## src/common/pdmc_pkg.sv

```systemverilog
package pdmc_pkg;
  // register byte offsets
  localparam logic [3:0] RegCtrlOff = 4'h0; // control flags
  localparam logic [3:0] RegStbyOff = 4'h4; // standby timer and divider
  localparam logic [3:0] RegModStbyOff = 4'h8; // per-module standby
  localparam logic [3:0] RegStatOff = 4'hc; // mode and run status
  // control register field positions
  localparam int LsonBit = 0;
  localparam int MsonBit = 1;
  localparam int SsbyBit = 2;
  localparam int Tma3Bit = 3;
  localparam int DtonBit = 4;
  localparam int SleepBit = 5;  // write 1: execute sleep instruction
  // standby register fields
  localparam int StsLsb = 4;
  localparam int StsMsb = 6;
  localparam int DivLsb = 0;
  localparam int DivMsb = 1;
  // reset values
  localparam logic [4:0] CtrlReset = 5'h00;
  localparam logic [2:0] StsReset = 3'h0;
  localparam logic [1:0] DivReset = 2'h0;
  localparam logic [9:0] ModStbyReset = 10'h000;
  // module standby bit positions, one per peripheral
  localparam int NumMods = 10;
  localparam int ModTmrA = 0;
  localparam int ModTmrC = 1;
  localparam int ModTmrF = 2;
  localparam int ModTmrG = 3;
  localparam int ModWdt = 4;
  localparam int ModSer1 = 5;
  localparam int ModSer31 = 6;
  localparam int ModSer32 = 7;
  localparam int ModAdc = 8;
  localparam int ModDec = 9;
  // standby time in states: 8 up to 16384
  localparam int StbyMinStates = 8;
  localparam int StbyMaxStates = 16384;
  // operating modes
  typedef enum logic [3:0] {
    ModeActHigh, ModeActMed, ModeSubAct, ModeSleepHigh, ModeSleepMed,
    ModeSubSleep, ModeWatch, ModeStandby, ModeWake
  } pdmc_mode_type;
endpackage : pdmc_pkg

```

## src/logic/pdmc_power_ctrl.sv

```systemverilog
`timescale 1ns/1ps
`default_nettype none
//////////////////////////////////////////////////////////////////////////////
// Functional notes
// - nine operating modes exist after reset, eight save power
// - all modes but active high-speed count as power-down
// - high-speed active: cpu and peripherals on full system clock
// - medium-speed active: cpu and peripherals on divided system clock
// - subactive: cpu runs on subclock, decoder on subclock
// - high-speed sleep: cpu halted, peripherals on system clock
// - medium-speed sleep: peripherals at 1/64, 1/32, 1/16 or 1/8
// - subsleep: cpu halted, timers, watchdog, serial, decoder on subclock
// - watch: only timer A base, timers F and G, decoder run
// - standby: everything halted except the decoder
// - module standby halts each peripheral software selected
// - five control flags qualify transitions, five condition codes
// - wake group one: timers A F G, int zero, wake pins
// - a pending request alone does not change mode
// - at least 8 standby states on wake from watch or standby
// - watch mode ignores non-wake external interrupts
module pdmc_power_ctrl (
  input wire logic sys_clk,
  input wire logic resetn,
  input wire logic [3:0] avs_address,
  input wire logic avs_read,
  input wire logic avs_write,
  input wire logic [31:0] avs_writedata,
  output logic [31:0] avs_readdata,
  output logic avs_waitrequest,
  input wire logic intAccepted,
  input wire logic [7:0] wake_pin_interrupts,
  input wire logic external_int_zero,
  input wire logic [4:1] extIntOther,
  input wire logic tmrAIrq,
  input wire logic tmrFIrq,
  input wire logic tmrGIrq,
  input wire logic otherIrq,
  output logic [4:1] extIntGated,
  output logic cpuRun,
  output logic cpuOnSubclk,
  output logic sysOscRun,
  output logic periphOnSubclk,
  output logic [1:0] periphDivSel,
  output logic periphDivEn,
  output logic [9:0] modRun,
  output logic powerDown,
  output logic [3:0] modeCode
);
  //////////////////////////////////////////////////////////////////////////
  // registers
  logic low_speed_on_flag;
  logic medium_speed_on_flag;
  logic software_standby_flag;
  logic timer_a_mode_bit3;
  logic direct_transfer_flag;
  logic [4:0] ctrl_q;
  logic [2:0] standby_timer_select;
  logic [1:0] div_q;
  logic [9:0] modStby_q;
  logic respPend_q;
  logic [31:0] rdata_q;
  pdmc_pkg::pdmc_mode_type mode_q, mode_d, wakeTarget_q;
  logic wakeReq_q;

  // control flag decode
  assign low_speed_on_flag = ctrl_q[pdmc_pkg::LsonBit];
  assign medium_speed_on_flag = ctrl_q[pdmc_pkg::MsonBit];
  assign software_standby_flag = ctrl_q[pdmc_pkg::SsbyBit];
  assign timer_a_mode_bit3 = ctrl_q[pdmc_pkg::Tma3Bit];
  assign direct_transfer_flag = ctrl_q[pdmc_pkg::DtonBit];

  //////////////////////////////////////////////////////////////////////////
  // bus decode: one wait cycle on every access
  logic access;
  logic wrStrobe;
  logic selCtrl, selStby, selMod, selStat;
  logic sleepCmd;
  assign access = avs_read | avs_write;
  assign avs_waitrequest = access & ~respPend_q;
  assign wrStrobe = avs_write & respPend_q;
  assign selCtrl = (avs_address == pdmc_pkg::RegCtrlOff);
  assign selStby = (avs_address == pdmc_pkg::RegStbyOff);
  assign selMod = (avs_address == pdmc_pkg::RegModStbyOff);
  assign selStat = (avs_address == pdmc_pkg::RegStatOff);
  assign sleepCmd = wrStrobe & selCtrl & avs_writedata[pdmc_pkg::SleepBit];
  assign avs_readdata = rdata_q;

  // read mux, unmapped reads give zero
  logic [31:0] rdMux;
  assign rdMux = selCtrl ? {27'h0, ctrl_q} :
                 selStby ? {25'h0, standby_timer_select, 2'h0, div_q} :
                 selMod ? {22'h0, modStby_q} :
                 selStat ? {27'h0, powerDown, modeCode} : 32'h0;

  // wait-state tracker and read data register
  always_ff @(posedge sys_clk or negedge resetn) begin
    if (!resetn) begin
      respPend_q <= 1'b0;
      rdata_q <= 32'h0;
    end else begin
      respPend_q <= access & ~respPend_q;
      rdata_q <= rdMux;
    end
  end

  // software-written configuration
  always_ff @(posedge sys_clk or negedge resetn) begin
    if (!resetn) begin
      ctrl_q <= pdmc_pkg::CtrlReset;
      standby_timer_select <= pdmc_pkg::StsReset;
      div_q <= pdmc_pkg::DivReset;
      modStby_q <= pdmc_pkg::ModStbyReset;
    end else if (wrStrobe) begin
      if (selCtrl) ctrl_q <= avs_writedata[4:0];
      if (selStby) begin
        standby_timer_select <= avs_writedata[pdmc_pkg::StsMsb:
                                              pdmc_pkg::StsLsb];
        div_q <= avs_writedata[pdmc_pkg::DivMsb:pdmc_pkg::DivLsb];
      end
      if (selMod) modStby_q <= avs_writedata[9:0];
    end
  end

  //////////////////////////////////////////////////////////////////////////
  // wake qualification
  logic group1, group3, wakeSrc;
  assign group1 = tmrAIrq | tmrFIrq | tmrGIrq | external_int_zero |
                  (|wake_pin_interrupts);
  assign group3 = group1 | (|extIntOther) | otherIrq;
  // watch and standby accept only group one
  assign wakeSrc = ((mode_q == pdmc_pkg::ModeWatch) ||
                    (mode_q == pdmc_pkg::ModeStandby)) ? group1 : group3;
  // non-wake external lines are masked in watch mode
  assign extIntGated = (mode_q == pdmc_pkg::ModeWatch) ? 4'h0 :
                       extIntOther;

  // condition codes a..e from the five flags
  logic condA, condB, condC, condD, condE;
  assign condA = !low_speed_on_flag && !medium_speed_on_flag &&
                 !software_standby_flag && !direct_transfer_flag;
  assign condB = !low_speed_on_flag && medium_speed_on_flag &&
                 !software_standby_flag && !direct_transfer_flag;
  assign condC = low_speed_on_flag && !software_standby_flag &&
                 timer_a_mode_bit3 && !direct_transfer_flag;
  assign condD = !low_speed_on_flag && software_standby_flag &&
                 !timer_a_mode_bit3 && !direct_transfer_flag;
  assign condE = software_standby_flag && timer_a_mode_bit3 &&
                 !direct_transfer_flag;
  // target when sleep is executed; direct transfers go straight to active
  pdmc_pkg::pdmc_mode_type sleepTarget;
  logic activeLike;
  assign activeLike = (mode_q == pdmc_pkg::ModeActHigh) ||
                      (mode_q == pdmc_pkg::ModeActMed);
  assign sleepTarget = direct_transfer_flag ?
      (medium_speed_on_flag ? pdmc_pkg::ModeActMed : pdmc_pkg::ModeActHigh) :
      condE ? pdmc_pkg::ModeWatch :
      condD ? pdmc_pkg::ModeStandby :
      condC ? pdmc_pkg::ModeSubSleep :
      condB ? pdmc_pkg::ModeSleepMed :
      condA ? pdmc_pkg::ModeSleepHigh : mode_q;

  //////////////////////////////////////////////////////////////////////////
  // standby counter for oscillator restart
  logic stbyStart, stbyDone;
  assign stbyStart = wakeReq_q && (mode_q != pdmc_pkg::ModeWake);
  pdmc_stby_counter u_stby (
    .sys_clk(sys_clk),
    .resetn(resetn),
    .start(stbyStart),
    .sel(standby_timer_select),
    .done(stbyDone)
  );

  // next mode; a request alone waits for acceptance
  logic oscStopped;
  assign oscStopped = (mode_q == pdmc_pkg::ModeWatch) ||
                      (mode_q == pdmc_pkg::ModeStandby) ||
                      (mode_q == pdmc_pkg::ModeSubSleep) ||
                      (mode_q == pdmc_pkg::ModeSubAct);
  always_comb begin
    mode_d = mode_q;
    unique case (mode_q)
      pdmc_pkg::ModeActHigh, pdmc_pkg::ModeActMed,
      pdmc_pkg::ModeSubAct: begin
        if (sleepCmd) mode_d = sleepTarget;
      end
      pdmc_pkg::ModeWake: begin
        if (stbyDone) mode_d = wakeTarget_q;
      end
      default: begin
        if (wakeSrc && intAccepted) begin
          mode_d = (mode_q == pdmc_pkg::ModeSubSleep) ?
                   pdmc_pkg::ModeSubAct : wakeTarget_q;
        end
      end
    endcase
    // leaving watch or standby goes through the standby wait
    if (stbyStart) mode_d = pdmc_pkg::ModeWake;
  end

  // mode register and wake bookkeeping
  logic leaveOscOff;
  assign leaveOscOff = oscStopped && (mode_q != pdmc_pkg::ModeSubAct) &&
                       (mode_q != pdmc_pkg::ModeSubSleep) &&
                       wakeSrc && intAccepted;
  always_ff @(posedge sys_clk or negedge resetn) begin
    if (!resetn) begin
      mode_q <= pdmc_pkg::ModeActHigh;
      wakeTarget_q <= pdmc_pkg::ModeActHigh;
      wakeReq_q <= 1'b0;
    end else begin
      mode_q <= leaveOscOff ? mode_q : mode_d;
      wakeReq_q <= leaveOscOff;
      if (activeLike && sleepCmd)
        wakeTarget_q <= mode_q;
    end
  end

  //////////////////////////////////////////////////////////////////////////
  // clock and run outputs per mode
  logic inMed, inSub;
  assign inMed = (mode_q == pdmc_pkg::ModeActMed) ||
                 (mode_q == pdmc_pkg::ModeSleepMed);
  assign inSub = (mode_q == pdmc_pkg::ModeSubAct) ||
                 (mode_q == pdmc_pkg::ModeSubSleep) ||
                 (mode_q == pdmc_pkg::ModeWatch);
  assign cpuRun = activeLike || (mode_q == pdmc_pkg::ModeSubAct);
  assign cpuOnSubclk = (mode_q == pdmc_pkg::ModeSubAct);
  assign sysOscRun = !oscStopped;
  assign periphOnSubclk = inSub;
  assign periphDivEn = inMed;
  assign periphDivSel = div_q;
  assign powerDown = (mode_q != pdmc_pkg::ModeActHigh);
  assign modeCode = 4'(mode_q);

  // per-module run enables
  genvar g;
  generate
    for (g = 0; g < pdmc_pkg::NumMods; g++) begin : gMod
      logic modeOk;
      if (g == pdmc_pkg::ModDec) begin : gDec
        assign modeOk = 1'b1;
      end else if (g == pdmc_pkg::ModTmrA || g == pdmc_pkg::ModTmrF ||
                   g == pdmc_pkg::ModTmrG) begin : gWatch
        assign modeOk = (mode_q != pdmc_pkg::ModeStandby) &&
                        (mode_q != pdmc_pkg::ModeWake);
      end else if (g == pdmc_pkg::ModAdc) begin : gAdc
        assign modeOk = !inSub && !oscStopped &&
                        (mode_q != pdmc_pkg::ModeWake);
      end else begin : gSub
        assign modeOk = !oscStopped ||
                        (mode_q == pdmc_pkg::ModeSubAct) ||
                        (mode_q == pdmc_pkg::ModeSubSleep);
      end
      assign modRun[g] = modeOk && !modStby_q[g];
    end
  endgenerate
endmodule : pdmc_power_ctrl
`default_nettype wire

```

## src/logic/pdmc_stby_counter.sv

```systemverilog
`timescale 1ns/1ps
`default_nettype none
// counts the programmed standby states before release
module pdmc_stby_counter (
  input wire logic sys_clk,
  input wire logic resetn,
  input wire logic start,
  input wire logic [2:0] sel,
  output logic done
);
  logic [14:0] count_q;
  logic [14:0] count_d;
  logic [14:0] limit;
  logic running_q;
  // select of 2^(sel+3) states: 8 .. 512, sel 7 gives 16384
  assign limit = (sel == 3'h7) ? 15'(pdmc_pkg::StbyMaxStates - 1) :
                 15'((15'h0008 << sel) - 15'h0001);
  assign done = running_q && (count_q == limit);
  assign count_d = start ? 15'h0000 : (count_q + 15'h0001);
  // counter runs only while waiting
  always_ff @(posedge sys_clk or negedge resetn) begin
    if (!resetn) begin
      count_q <= 15'h0000;
      running_q <= 1'b0;
    end else if (start || (running_q && !done)) begin
      count_q <= count_d;
      running_q <= 1'b1;
    end else begin
      running_q <= 1'b0;
    end
  end
endmodule : pdmc_stby_counter
`default_nettype wire

```

## config.mk

```make
export PLATFORM = sky130hd
export DESIGN_NAME = pdmc_power_ctrl
export DESIGN_NICKNAME = d
export VERILOG_FILES = /design/src/common/pdmc_pkg.sv /design/src/logic/pdmc_power_ctrl.sv /design/src/logic/pdmc_stby_counter.sv
export SDC_FILE = /design/constraint.sdc
export NUM_CORES = 1
export LEC_CHECK = 0
export BUFFER_PORTS_ARGS = -buffer_cell sky130_fd_sc_hd__clkbuf_2
export CORE_ASPECT_RATIO = 0.8
export CORE_UTILIZATION = 35
export DETAILED_ROUTE_END_ITERATION = 7
export SYNTH_ARGS = -nofsm -noshare
export SYNTH_HDL_FRONTEND = slang
export SYNTH_SLANG_ARGS = --single-unit
```

## constraint.sdc

```tcl
create_clock -name sys_clk -period 3.3 [get_ports sys_clk]
set_clock_uncertainty 0.15 [all_clocks]
set_input_delay 0.66 -clock sys_clk [delete_from_list [all_inputs] [get_ports sys_clk]]
set_output_delay 0.66 -clock sys_clk [all_outputs]
set_load 0.03 [all_outputs]
```

Yosys cells after proc, flatten, opt, wreduce, memory -nomap -nowiden
Cells that the tools add are included.

operators by class
  reduce and logical (&&, ||, !) cells = 75
  equal/unequal tests = 19
  add/subtract/negate cells = 2
  muxes and demuxes = 22
  shift operators = 1
  bitwise operators = 13

operator list
  cell                     count
  $mux W4                  12
  $logic_and A1 B1 Y1      35
  $mux W10                 3
  $mux W15                 2
  $eq A4 B3 Y1 const B     5
  $logic_not A1 Y1         18
  $add A15 B1 Y15 const B  1
  $eq A15 B15 Y1           1
  $shl A4 B3 Y15 const A   1
  $sub A15 B1 Y15 const B  1
  $eq A4 B4 Y1 const B     3
  $logic_or A1 B1 Y1       11
  $logic_not A4 Y1         2
  $ne A4 B3 Y1 const B     2
  $ne A8 B7 Y1 const B     1
  $pmux W4 S2              1
  $reduce_bool A4 Y1       2
  $reduce_or A8 Y1         1
  $or A1 B1 Y1             7
  $reduce_and A2 Y1        3
  $mux W5                  1
  $reduce_and A5 Y1        1
  $and A1 B1 Y1            4
  $eq A4 B1 Y1 const B     1
  other kinds (10)         13

word-level totals
  output and inout port bits = 59
  bits in registers = 56
  logic and storage cells = 143
  bits of input ports = 58

Depth between registers and ports, before layout
Gate-level depths: netlist of the first run.

  depth after elaboration = 13
  gate-level depth with buffers = 15

Modules after synthesis
Synthesis of the first run repeated with hierarchy kept, for this count alone.

second synthesis, totals
  cell total of the unflattened synthesis = 351
  area, all modules = 3432.0 µm²

modules (own cells, without submodules)
  module             area an instance (µm²)  instances  sequential area each (µm²)  cells each
  pdmc_power_ctrl    2185.8                  1          1001.0                      205
  pdmc_stby_counter  1246.2                  1          400.4                       146

Least setup slack after synthesis of the first run
No wires, ideal clock.

  path kind = register to output
  from = register mode_q[0], in the netlist modeCode[0]
  to = output modRun[8]
  buffers on the path = 1
  cell stages (with the launch flop) = 6
  data required time = 2490 ps
  path slack = 310 ps
  arrival = 2180 ps
  path through = dfrtp_1 -> buf_1 -> inv_1 -> nand2_1 -> a21o_1 -> nor3b_1

on the way
  longest elaborated chain between the ends = 8

ends and longest elaborated chain
  item                                    line                                            source
  start: declaration                      pdmc_power_ctrl.sv:62                           pdmc_pkg::pdmc_mode_type mode_q, mode_d, wakeTarget_q;
  start signal: assignment                pdmc_power_ctrl.sv:208                          mode_q <= pdmc_pkg::ModeActHigh;
  start signal: assignment                pdmc_power_ctrl.sv:212                          mode_q <= leaveOscOff ? mode_q : mode_d;
  $eq A4 B3 Y1, on equally long branches  pdmc_power_ctrl.sv:176, pdmc_power_ctrl.sv:177
  $logic_or A1 B1 Y1                      pdmc_power_ctrl.sv:176                          assign oscStopped = (mode_q == pdmc_pkg::ModeWatch) ||
  $logic_or A1 B1 Y1                      pdmc_power_ctrl.sv:177                          (mode_q == pdmc_pkg::ModeStandby) ||
  $logic_or A1 B1 Y1 *                    pdmc_power_ctrl.sv:178                          (mode_q == pdmc_pkg::ModeSubSleep) ||
  $logic_not A1 Y1 *                      n/a
  net sysOscRun                           pdmc_power_ctrl.sv:41                           output logic sysOscRun,
  $logic_and A1 B1 Y1 * (2 in a row)      pdmc_power_ctrl.sv:248                          assign modeOk = !inSub && !oscStopped &&
  $logic_and A1 B1 Y1 *                   pdmc_power_ctrl.sv:255                          assign modRun[g] = modeOk && !modStby_q[g];
  end: declaration                        pdmc_power_ctrl.sv:45                           output logic [9:0] modRun,

Mark *: on every way through the listed nets, which the timed path passes. The rest lies on a longest branch.

Final worst setup path of the first run
  from = register mode_q[2], in the netlist modeCode[2]
  to = output modRun[2]

on the way
  longest elaborated chain between the ends = 3

ends and longest elaborated chain
  item                                          line                                            source
  $ne A4 B3 Y1 or $ne A4 B4 Y1 (tied branches)  pdmc_power_ctrl.sv:245, pdmc_power_ctrl.sv:246
  $logic_and A1 B1 Y1 *                         pdmc_power_ctrl.sv:245                          assign modeOk = (mode_q != pdmc_pkg::ModeStandby) &&
  $logic_and A1 B1 Y1 *                         pdmc_power_ctrl.sv:255

Mark *: on every way between the ends. The rest lies on a longest branch, timed or not.

==> results of run 1 <==
==> placed cells by master, fill, tap and decap left out, types with 9 or more instances in the layout <==
cell type / instances
nor2b_1: 11
conb_1: 22
and2_1: 10
inv_1: 9
dfrtp_1: 56
clkbuf_2: 72
nand2_1: 29
o21ai_0: 11
nor2_1: 32
nand3_1: 9
mux2_2: 20
a21oi_1: 18
buf_4: 14
==> cell type report <==
cell class / instances / area [um2] / area share (%)
clock inverter: 2 / 16.3 / 0.407
sequential: 56 / 1400 / 35.1
timing repair buffer: 86 / 465 / 11.6
multi-input combinational: 279 / 1800 / 45.1
tap: 119 / 149 / 3.73
clock buffer: 6 / 129 / 3.22
inverter: 9 / 33.8 / 0.845
==> cell families after synthesis <==
family / Yosys count
AO/OA/AOI/OAI: 67
other: 1
multiplexers: 31
adder cells (fa/ha/maj): 3
XOR/XNOR: 5
flip-flops: 56
AND/OR/NAND/NOR: 151
buffers and inverters: 53
==> power groups by stage <==
stage | registers, mW | clock network, mW | logic [mW]
final | 0.990 | 0.527 | 1.20
after global placement | 0.994 | 0 | 1.18
after detailed placement | 1.00 | 0 | 1.20
after floorplan | 0.968 | 0 | 0.931
after CTS | 0.989 | 0.545 | 1.20
after global routing | 1.02 | 0.565 | 1.32
==> worst max-delay path, stage by stage (launching register included) <==
cell and delay [ps]:
dfrtp_1 590, inv_1 190, or3_1 430, o21ai_0 460, nor2_1 80, clkbuf_2 200
==> cells in the mapped netlist (3+ instances only) <==
cell type / instances
o21ai_0: 11
dfrtp_1: 56
mux2i_1: 8
or2_2: 3
or3_1: 8
nor3_1: 4
inv_1: 9
nand4_1: 7
a211oi_1: 3
nor4_1: 4
clkbuf_1: 9
nor3b_1: 3
and3_1: 8
nor2b_1: 11
o31ai_1: 4
xor2_1: 3
buf_6: 5
nor2_1: 32
mux2_2: 20
nand2b_1: 7
nand2_1: 29
o22ai_1: 4
o21ai_1: 4
mux4_2: 3
a21oi_1: 18
and2_1: 10
or4_1: 7
a31oi_1: 3
buf_4: 24
buf_2: 4
o211ai_1: 7
nand3_1: 9
==> worst max-delay path by stage <==
stage	slack, ps	start	to
3_5_place_dp	270	standby_timer_select[1]$_DFFE_PN0P_	u_stby.count_q[14]$_DFFE_PN0P_
6_report	240	modeCode[2]$_DFFE_PN0P_	modRun[2]
4_1_cts	240	standby_timer_select[1]$_DFFE_PN0P_	u_stby.count_q[7]$_DFFE_PN0P_
5_1_grt	30	standby_timer_select[1]$_DFFE_PN0P_	u_stby.count_q[7]$_DFFE_PN0P_
2_1_floorplan	310	modeCode[0]$_DFFE_PN0P_	modRun[8]
3_3_place_gp	330	standby_timer_select[1]$_DFFE_PN0P_	u_stby.count_q[13]$_DFFE_PN0P_
==> state kept, by name, summed over array words and instances, names as in the netlist <==
signal	flops
modStby_q	10
u_stby.running_q	1
standby_timer_select	3
wakeTarget_q	4
periphDivSel	2
avs_readdata	10
respPend_q	1
wakeReq_q	1
u_stby.count_q	15
modeCode	4
ctrl_q	5
==> per-stage QoR <==
step	worst slack, ps	power [mW]	util, %
2_1_floorplan	310	1.90	-
3_3_place_gp	334	2.17	40.1
3_5_place_dp	273	2.20	40.1
4_1_cts	244	2.74	41.6
5_1_grt	30.5	2.90	41.6
6_report	238	2.72	41.6
==> metal layers <==
layer | wire, um | share of wire [%] | GRT usage [%]
met3 | 406 | 5.0 | 3.02
met5 | 0 | 0 | 0
met1 | 3990 | 49 | 24.4
met4 | 57 | 0.70 | 3.73
met2 | 3650 | 45 | 25.1
==> run_results.csv, run 1 <==
group,metric,value,unit
status,status,"finished, final reports clean",
layout,nets,497,
pwr,p_sw,1.17,mW
setup_path,reg2reg_slack,270,ps
logic_synthesis,ys_types,57,
sta,setup_viol,0,
setup_path,cp_max_fo,11,
floorplan,fp.dieW,113,um
pwr,switching_share,43.1,%
place,portBuffers,72,
sta,final_hold_viol_count,0,
clocking,hold_buffers,0,
run,maxCapViolations,0,
sta,post-route-period-util,92.8,%
global_routing,overflow,0,
logic_synthesis,ys_ff_latch,56,
sta,slew_headroom,62.3,%
clocking,clk_pin_slew,70,ps
sta,rsz0062_at_grt,"no",
layout,area_growth,15.6,%
route,post_drt_wl_per_cell,14.6,um
route,vias_per_cell,5.29,
logic_synthesis,synth_top_area_share,40.6,%
clocking,postCtsSetupRepairBufs,0,
logic_synthesis,synth_seq_area_share,40.6,%
route,vias,2944,
logic_synthesis,ys.flop_type,"dfrtp_1",
sta,tightestPinTransition,566,ps
floorplan,ioPinCount,117,
sta,period_minus_slack,3060,ps
setup_path,setup.worst_path.end_class,"primary output",
global_routing,grt_pass1_vias,2761,
clocking,htree_levels,2,
logic_synthesis,synthCells,367,
min_path,hp-class,"primary input to asynchronous set/reset pin",
logic_synthesis,synth_top_area_cell,"dfrtp_1",
setup_path,r2r_cells,11,
clocking,cts_buffers,5,
setup_path,reg2reg_from,"standby_timer_select[1]$_DFFE_PN0P_",
floorplan,dieHeight,90.9,um
pwr,p_int,1.55,mW
layout,diodes,0,
layout,nFillCells,951,
place,placed_area,3850,um2
logic_synthesis,syn_area,3460,um2
floorplan,core,9610,um2
clocking,cts_resized,0,
floorplan,rows,32,
floorplan,start_util,36.0,%
logic_synthesis,synthMuxAreaShare,10.8,%
setup_path,arrival,2250,ps
floorplan,die_area,10300,um2
clocking,clockBufferDepth,2,
global_routing,grt_pass1_wl,13.7,mm
logic_synthesis,synth_edf_count,0,
layout,finalNonFillerCells,557,
place,gp_congestion,0.818,
logic_synthesis,synth.area.top_cells,"dfrtp_1 (41%), mux2_2 (6.5%), buf_4 (5.2%)",
pwr,p_comb_share,44.2,%
layout,drive_gt1_share,29.0,%
place,dp_hpwl,6.26,mm
logic_synthesis,synth_fa_ha_area_share,1.01,%
sta,slew_viol_final,0,
logic_synthesis,synth_compound_area_share,12.5,%
global_routing,grt_util_all_layers,16.6,%
sta,max_freq,327,MHz
clocking,ctsRootBufferMaster,"clkbuf_16",
pwr,power.leakage,1.88,nW
pwr,p_seq_share,36.4,%
setup_path,r2r-end,"u_stby.count_q[7]$_DFFE_PN0P_",
setup_path,start_kind,"flop",
pwr,cellPowerDensity,680,nW/um2
logic_synthesis,ys_warn_count,0,
sta,fin_setup_tns,0,ps
clocking,clk_latency,290,ps
route,drc,0,
sta,whs,132,ps
layout,final_cell_area,4000,um2
route,dr.pass1.iters,4,
global_routing,grt_max_degree,28,
place,dp.cells,549,
global_routing,antenna_found_initial,0,
route,drtAntennaViolNets,0,
route,routed_wl,8.11,mm
setup_path,worstPathRequired,2490,ps
logic_synthesis,avgSynthCellArea,9.42,um2
clocking,cts_tree,"yes",
logic_synthesis,synth_top_family_by_area,"simple AND/OR/NAND/NOR gates",
pwr,ir_drop,0.412,mV
logic_synthesis,synthXorXnorAreaFrac,1.27,%
route,drt_iter0_drc,137,
clocking,clock_sinks,56,
logic_synthesis,synthSimpleGateAreaFrac,24.2,%
logic_synthesis,async_flop_share,100,%
pwr,clkPwrFrac,19.4,%
setup_path,critical_path_class,"flop to primary output",
Power figures use the tool's default switching activity.
==> inputs of run 2 (changes only) <==
--- a/config.mk
+++ b/config.mk
@@ -11,4 +11,5 @@
 export DETAILED_ROUTE_END_ITERATION = 7
 export SYNTH_ARGS = -nofsm -noshare
 export SYNTH_HDL_FRONTEND = slang
+export SYNTH_HIERARCHICAL = 1
 export SYNTH_SLANG_ARGS = --single-unit
==> run_results.csv, run 2 <==
group,metric,value,unit
global_routing,antenna_found_initial,0,
sta,post-route-period-util,97.5,%
clocking,cts_buffers,5,
route,dr.pass1.iters,4,
sta,rsz0062_at_grt,"yes",
pwr,ir_drop,0.204,mV
logic_synthesis,avgSynthCellArea,9.78,um2
layout,area_growth,22.9,%
layout,final_cell_mix,"clkbuf_2 (72), dfrtp_1 (54), nor2_1 (43)",
setup_path,arrival,3260,ps
layout,nets,496,
layout,final_common_cell,"clkbuf_2",
clocking,clock_sinks,56,
layout,drive_gt1_share,36.2,%
logic_synthesis,yosysMostFrequentCell,"dfrtp_1",
clocking,htree_levels,2,
floorplan,start_util,37.0,%
route,drt_iter0_drc,200,
logic_synthesis,synth_top_area_cell,"dfrtp_1",
route,routed_wl,8.44,mm
place,dp_slack,-84.6,ps
layout,top_register,"u_stby/count_q",
logic_synthesis,synth_common_cells,"dfrtp_1 (56), nor2_1 (43), buf_4 (22)",
route,drtAntennaViolNets,0,
clocking,clk_pin_slew,70,ps
logic_synthesis,ys.flop_type,"dfrtp_1",
clocking,hold_buffers,0,
sta,final_hold_viol_count,0,
clocking,clockBufferDepth,2,
setup_path,setup.worst_path.end_class,"flop",
global_routing,grt_pass1_wl,13.6,mm
route,vias,2876,
logic_synthesis,synth_edf_count,0,
logic_synthesis,synth_top_area_share,40.8,%
pwr,total_power,2.01,mW
global_routing,grt_max_degree,36,
setup_path,critical_path_class,"flop to flop",
setup_path,start_kind,"flop",
setup_path,worstPathRequired,3340,ps
sta,slew_viol_final,0,
route,vias_per_cell,5.21,
floorplan,fp.dieW,113,um
clocking,ctsRootBufferMaster,"clkbuf_16",
route,drc,0,
sta,slew_headroom,52.3,%
clocking,cts_tree,"yes",
logic_synthesis,ys_warn_count,6,
place,gp_congestion,0.837,
clocking,clk_latency,300,ps
floorplan,dieHeight,90.6,um
sta,tightestPinTransition,714,ps
global_routing,grt_pass1_vias,2657,
global_routing,grt_util_all_layers,17.0,%
sta,max_freq,311,MHz
place,dp_hpwl,6.22,mm
setup_path,r2r_cells,11,
setup_path,cp_max_fo,6,
setup_path,reg2reg_from,"standby_timer_select[2]$_DFFE_PN0P_",
place,dp.cells,539,
route,post_drt_wl_per_cell,15.3,um
place,portBuffers,72,
logic_synthesis,async_flop_share,100,%
min_path,hp-class,"primary input to asynchronous set/reset pin",
pwr,cellPowerDensity,476,nW/um2
layout,diodes,0,
floorplan,die_area,10200,um2
logic_synthesis,syn_area,3430,um2
logic_synthesis,synth_seq_area_share,40.8,%
logic_synthesis,ys_types,60,
global_routing,overflow,0,
pwr,power.leakage,2.04,nW
layout,largest_reg_flops,15,
logic_synthesis,synth.area.top_cells,"dfrtp_1 (41%), mux2_2 (6.9%), buf_4 (4.8%)",
floorplan,ioPinCount,117,
status,status,"finished, final reports clean",
floorplan,rows,31,
sta,setup_viol,0,
layout,finalNonFillerCells,552,
sta,period_minus_slack,3220,ps
run,maxCapViolations,0,
setup_path,reg2reg_slack,80,ps
logic_synthesis,ys_ff_latch,56,
setup_path,r2r-end,"modeCode[2]$_DFFE_PN0P_",
floorplan,core,9270,um2
sta,setup_slack,82.0,ps
logic_synthesis,synthCells,351,
-- run 2: worst max-delay path, stage by stage (launching register included) --
cell     delay (ps)
dfrtp_2         450
or3_4           420
ha_4            190
or3b_4          260
nand2_4          60
xnor2_2         160
nor4_4          310
nand4_1         110
nor2_1          110
nor2_1           50
or4_4           530
mux2_4          320
-- run 2: how the worst max path moves through the flow --
| stage | start | end |
|---|---|---|
| floorplan | standby_timer_select[2]$_DFFE_PN0P_ | modeCode[0]$_DFFE_PN0P_ |
| global placement | standby_timer_select[1]$_DFFE_PN0P_ | modeCode[0]$_DFFE_PN0P_ |
| detailed placement | standby_timer_select[2]$_DFFE_PN0P_ | modeCode[0]$_DFFE_PN0P_ |
| CTS | standby_timer_select[2]$_DFFE_PN0P_ | modeCode[2]$_DFFE_PN0P_ |
| global route | standby_timer_select[2]$_DFFE_PN0P_ | modeCode[2]$_DFFE_PN0P_ |
| finish | standby_timer_select[2]$_DFFE_PN0P_ | modeCode[2]$_DFFE_PN0P_ |
-- run 2: power by group --
group / switching (mW) / internal, mW / total (mW) / leakage (nW)
clock: 0.254 / 0.362 / 0.616 / 0.0815
combinational: 0.310 / 0.276 / 0.586 / 1.21
sequential: 0.0584 / 0.746 / 0.805 / 0.748
-- run 2: layout make-up --
| cell class | instances | area, um2 |
|---|---|---|
| Clock buffer | 6 | 129 |
| Clock inverter | 2 | 38.8 |
| Fill cell | 892 | 5050 |
| Inverter | 9 | 33.8 |
| Multi-Input combinational cell | 264 | 1870 |
| Sequential cell | 56 | 1400 |
| Tap cell | 115 | 144 |
| Timing Repair Buffer | 100 | 601 |
-- run 2: cells by family after synthesis --
kind of cell	synth area share, %
AO/OA/AOI/OAI	10.5
XOR/XNOR	1.28
adder cells (fa/ha/maj)	1.02
buffers and inverters	8.79
flip-flops	40.8
multiplexers	13.9
other	0.109
AND/OR/NAND/NOR	23.6
-- run 2: per-layer routing --
metal	vias up	GRT usage (%)	share of wire, %
met3	8	2.75	4.4
li1	1364	-	-
met2	77	25.3	46
met4	0	5.78	1.2
met1	1427	24.7	49
met5	-	0	0
-- run 2: per-stage QoR --
stage	TNS (ps)	hold WS (ps)	instance area, um2	utilization, %
final	0	195	4220	45.5
after global routing	-178	244	4220	45.5
after CTS	0	217	4110	44.4
after detailed placement	-286	311	3940	42.5
after global placement	-181	301	3940	42.5
after floorplan	-195	214	3540	-
-- run 2: repair_timing --
item / 4_1_cts / 5_1_grt
setup endpoints to repair: 4 / 11
setup buffers: 0 / 4
gates cloned: 0 / 1
gates resized for setup: 3 / 9
pin swaps: 0 / 7
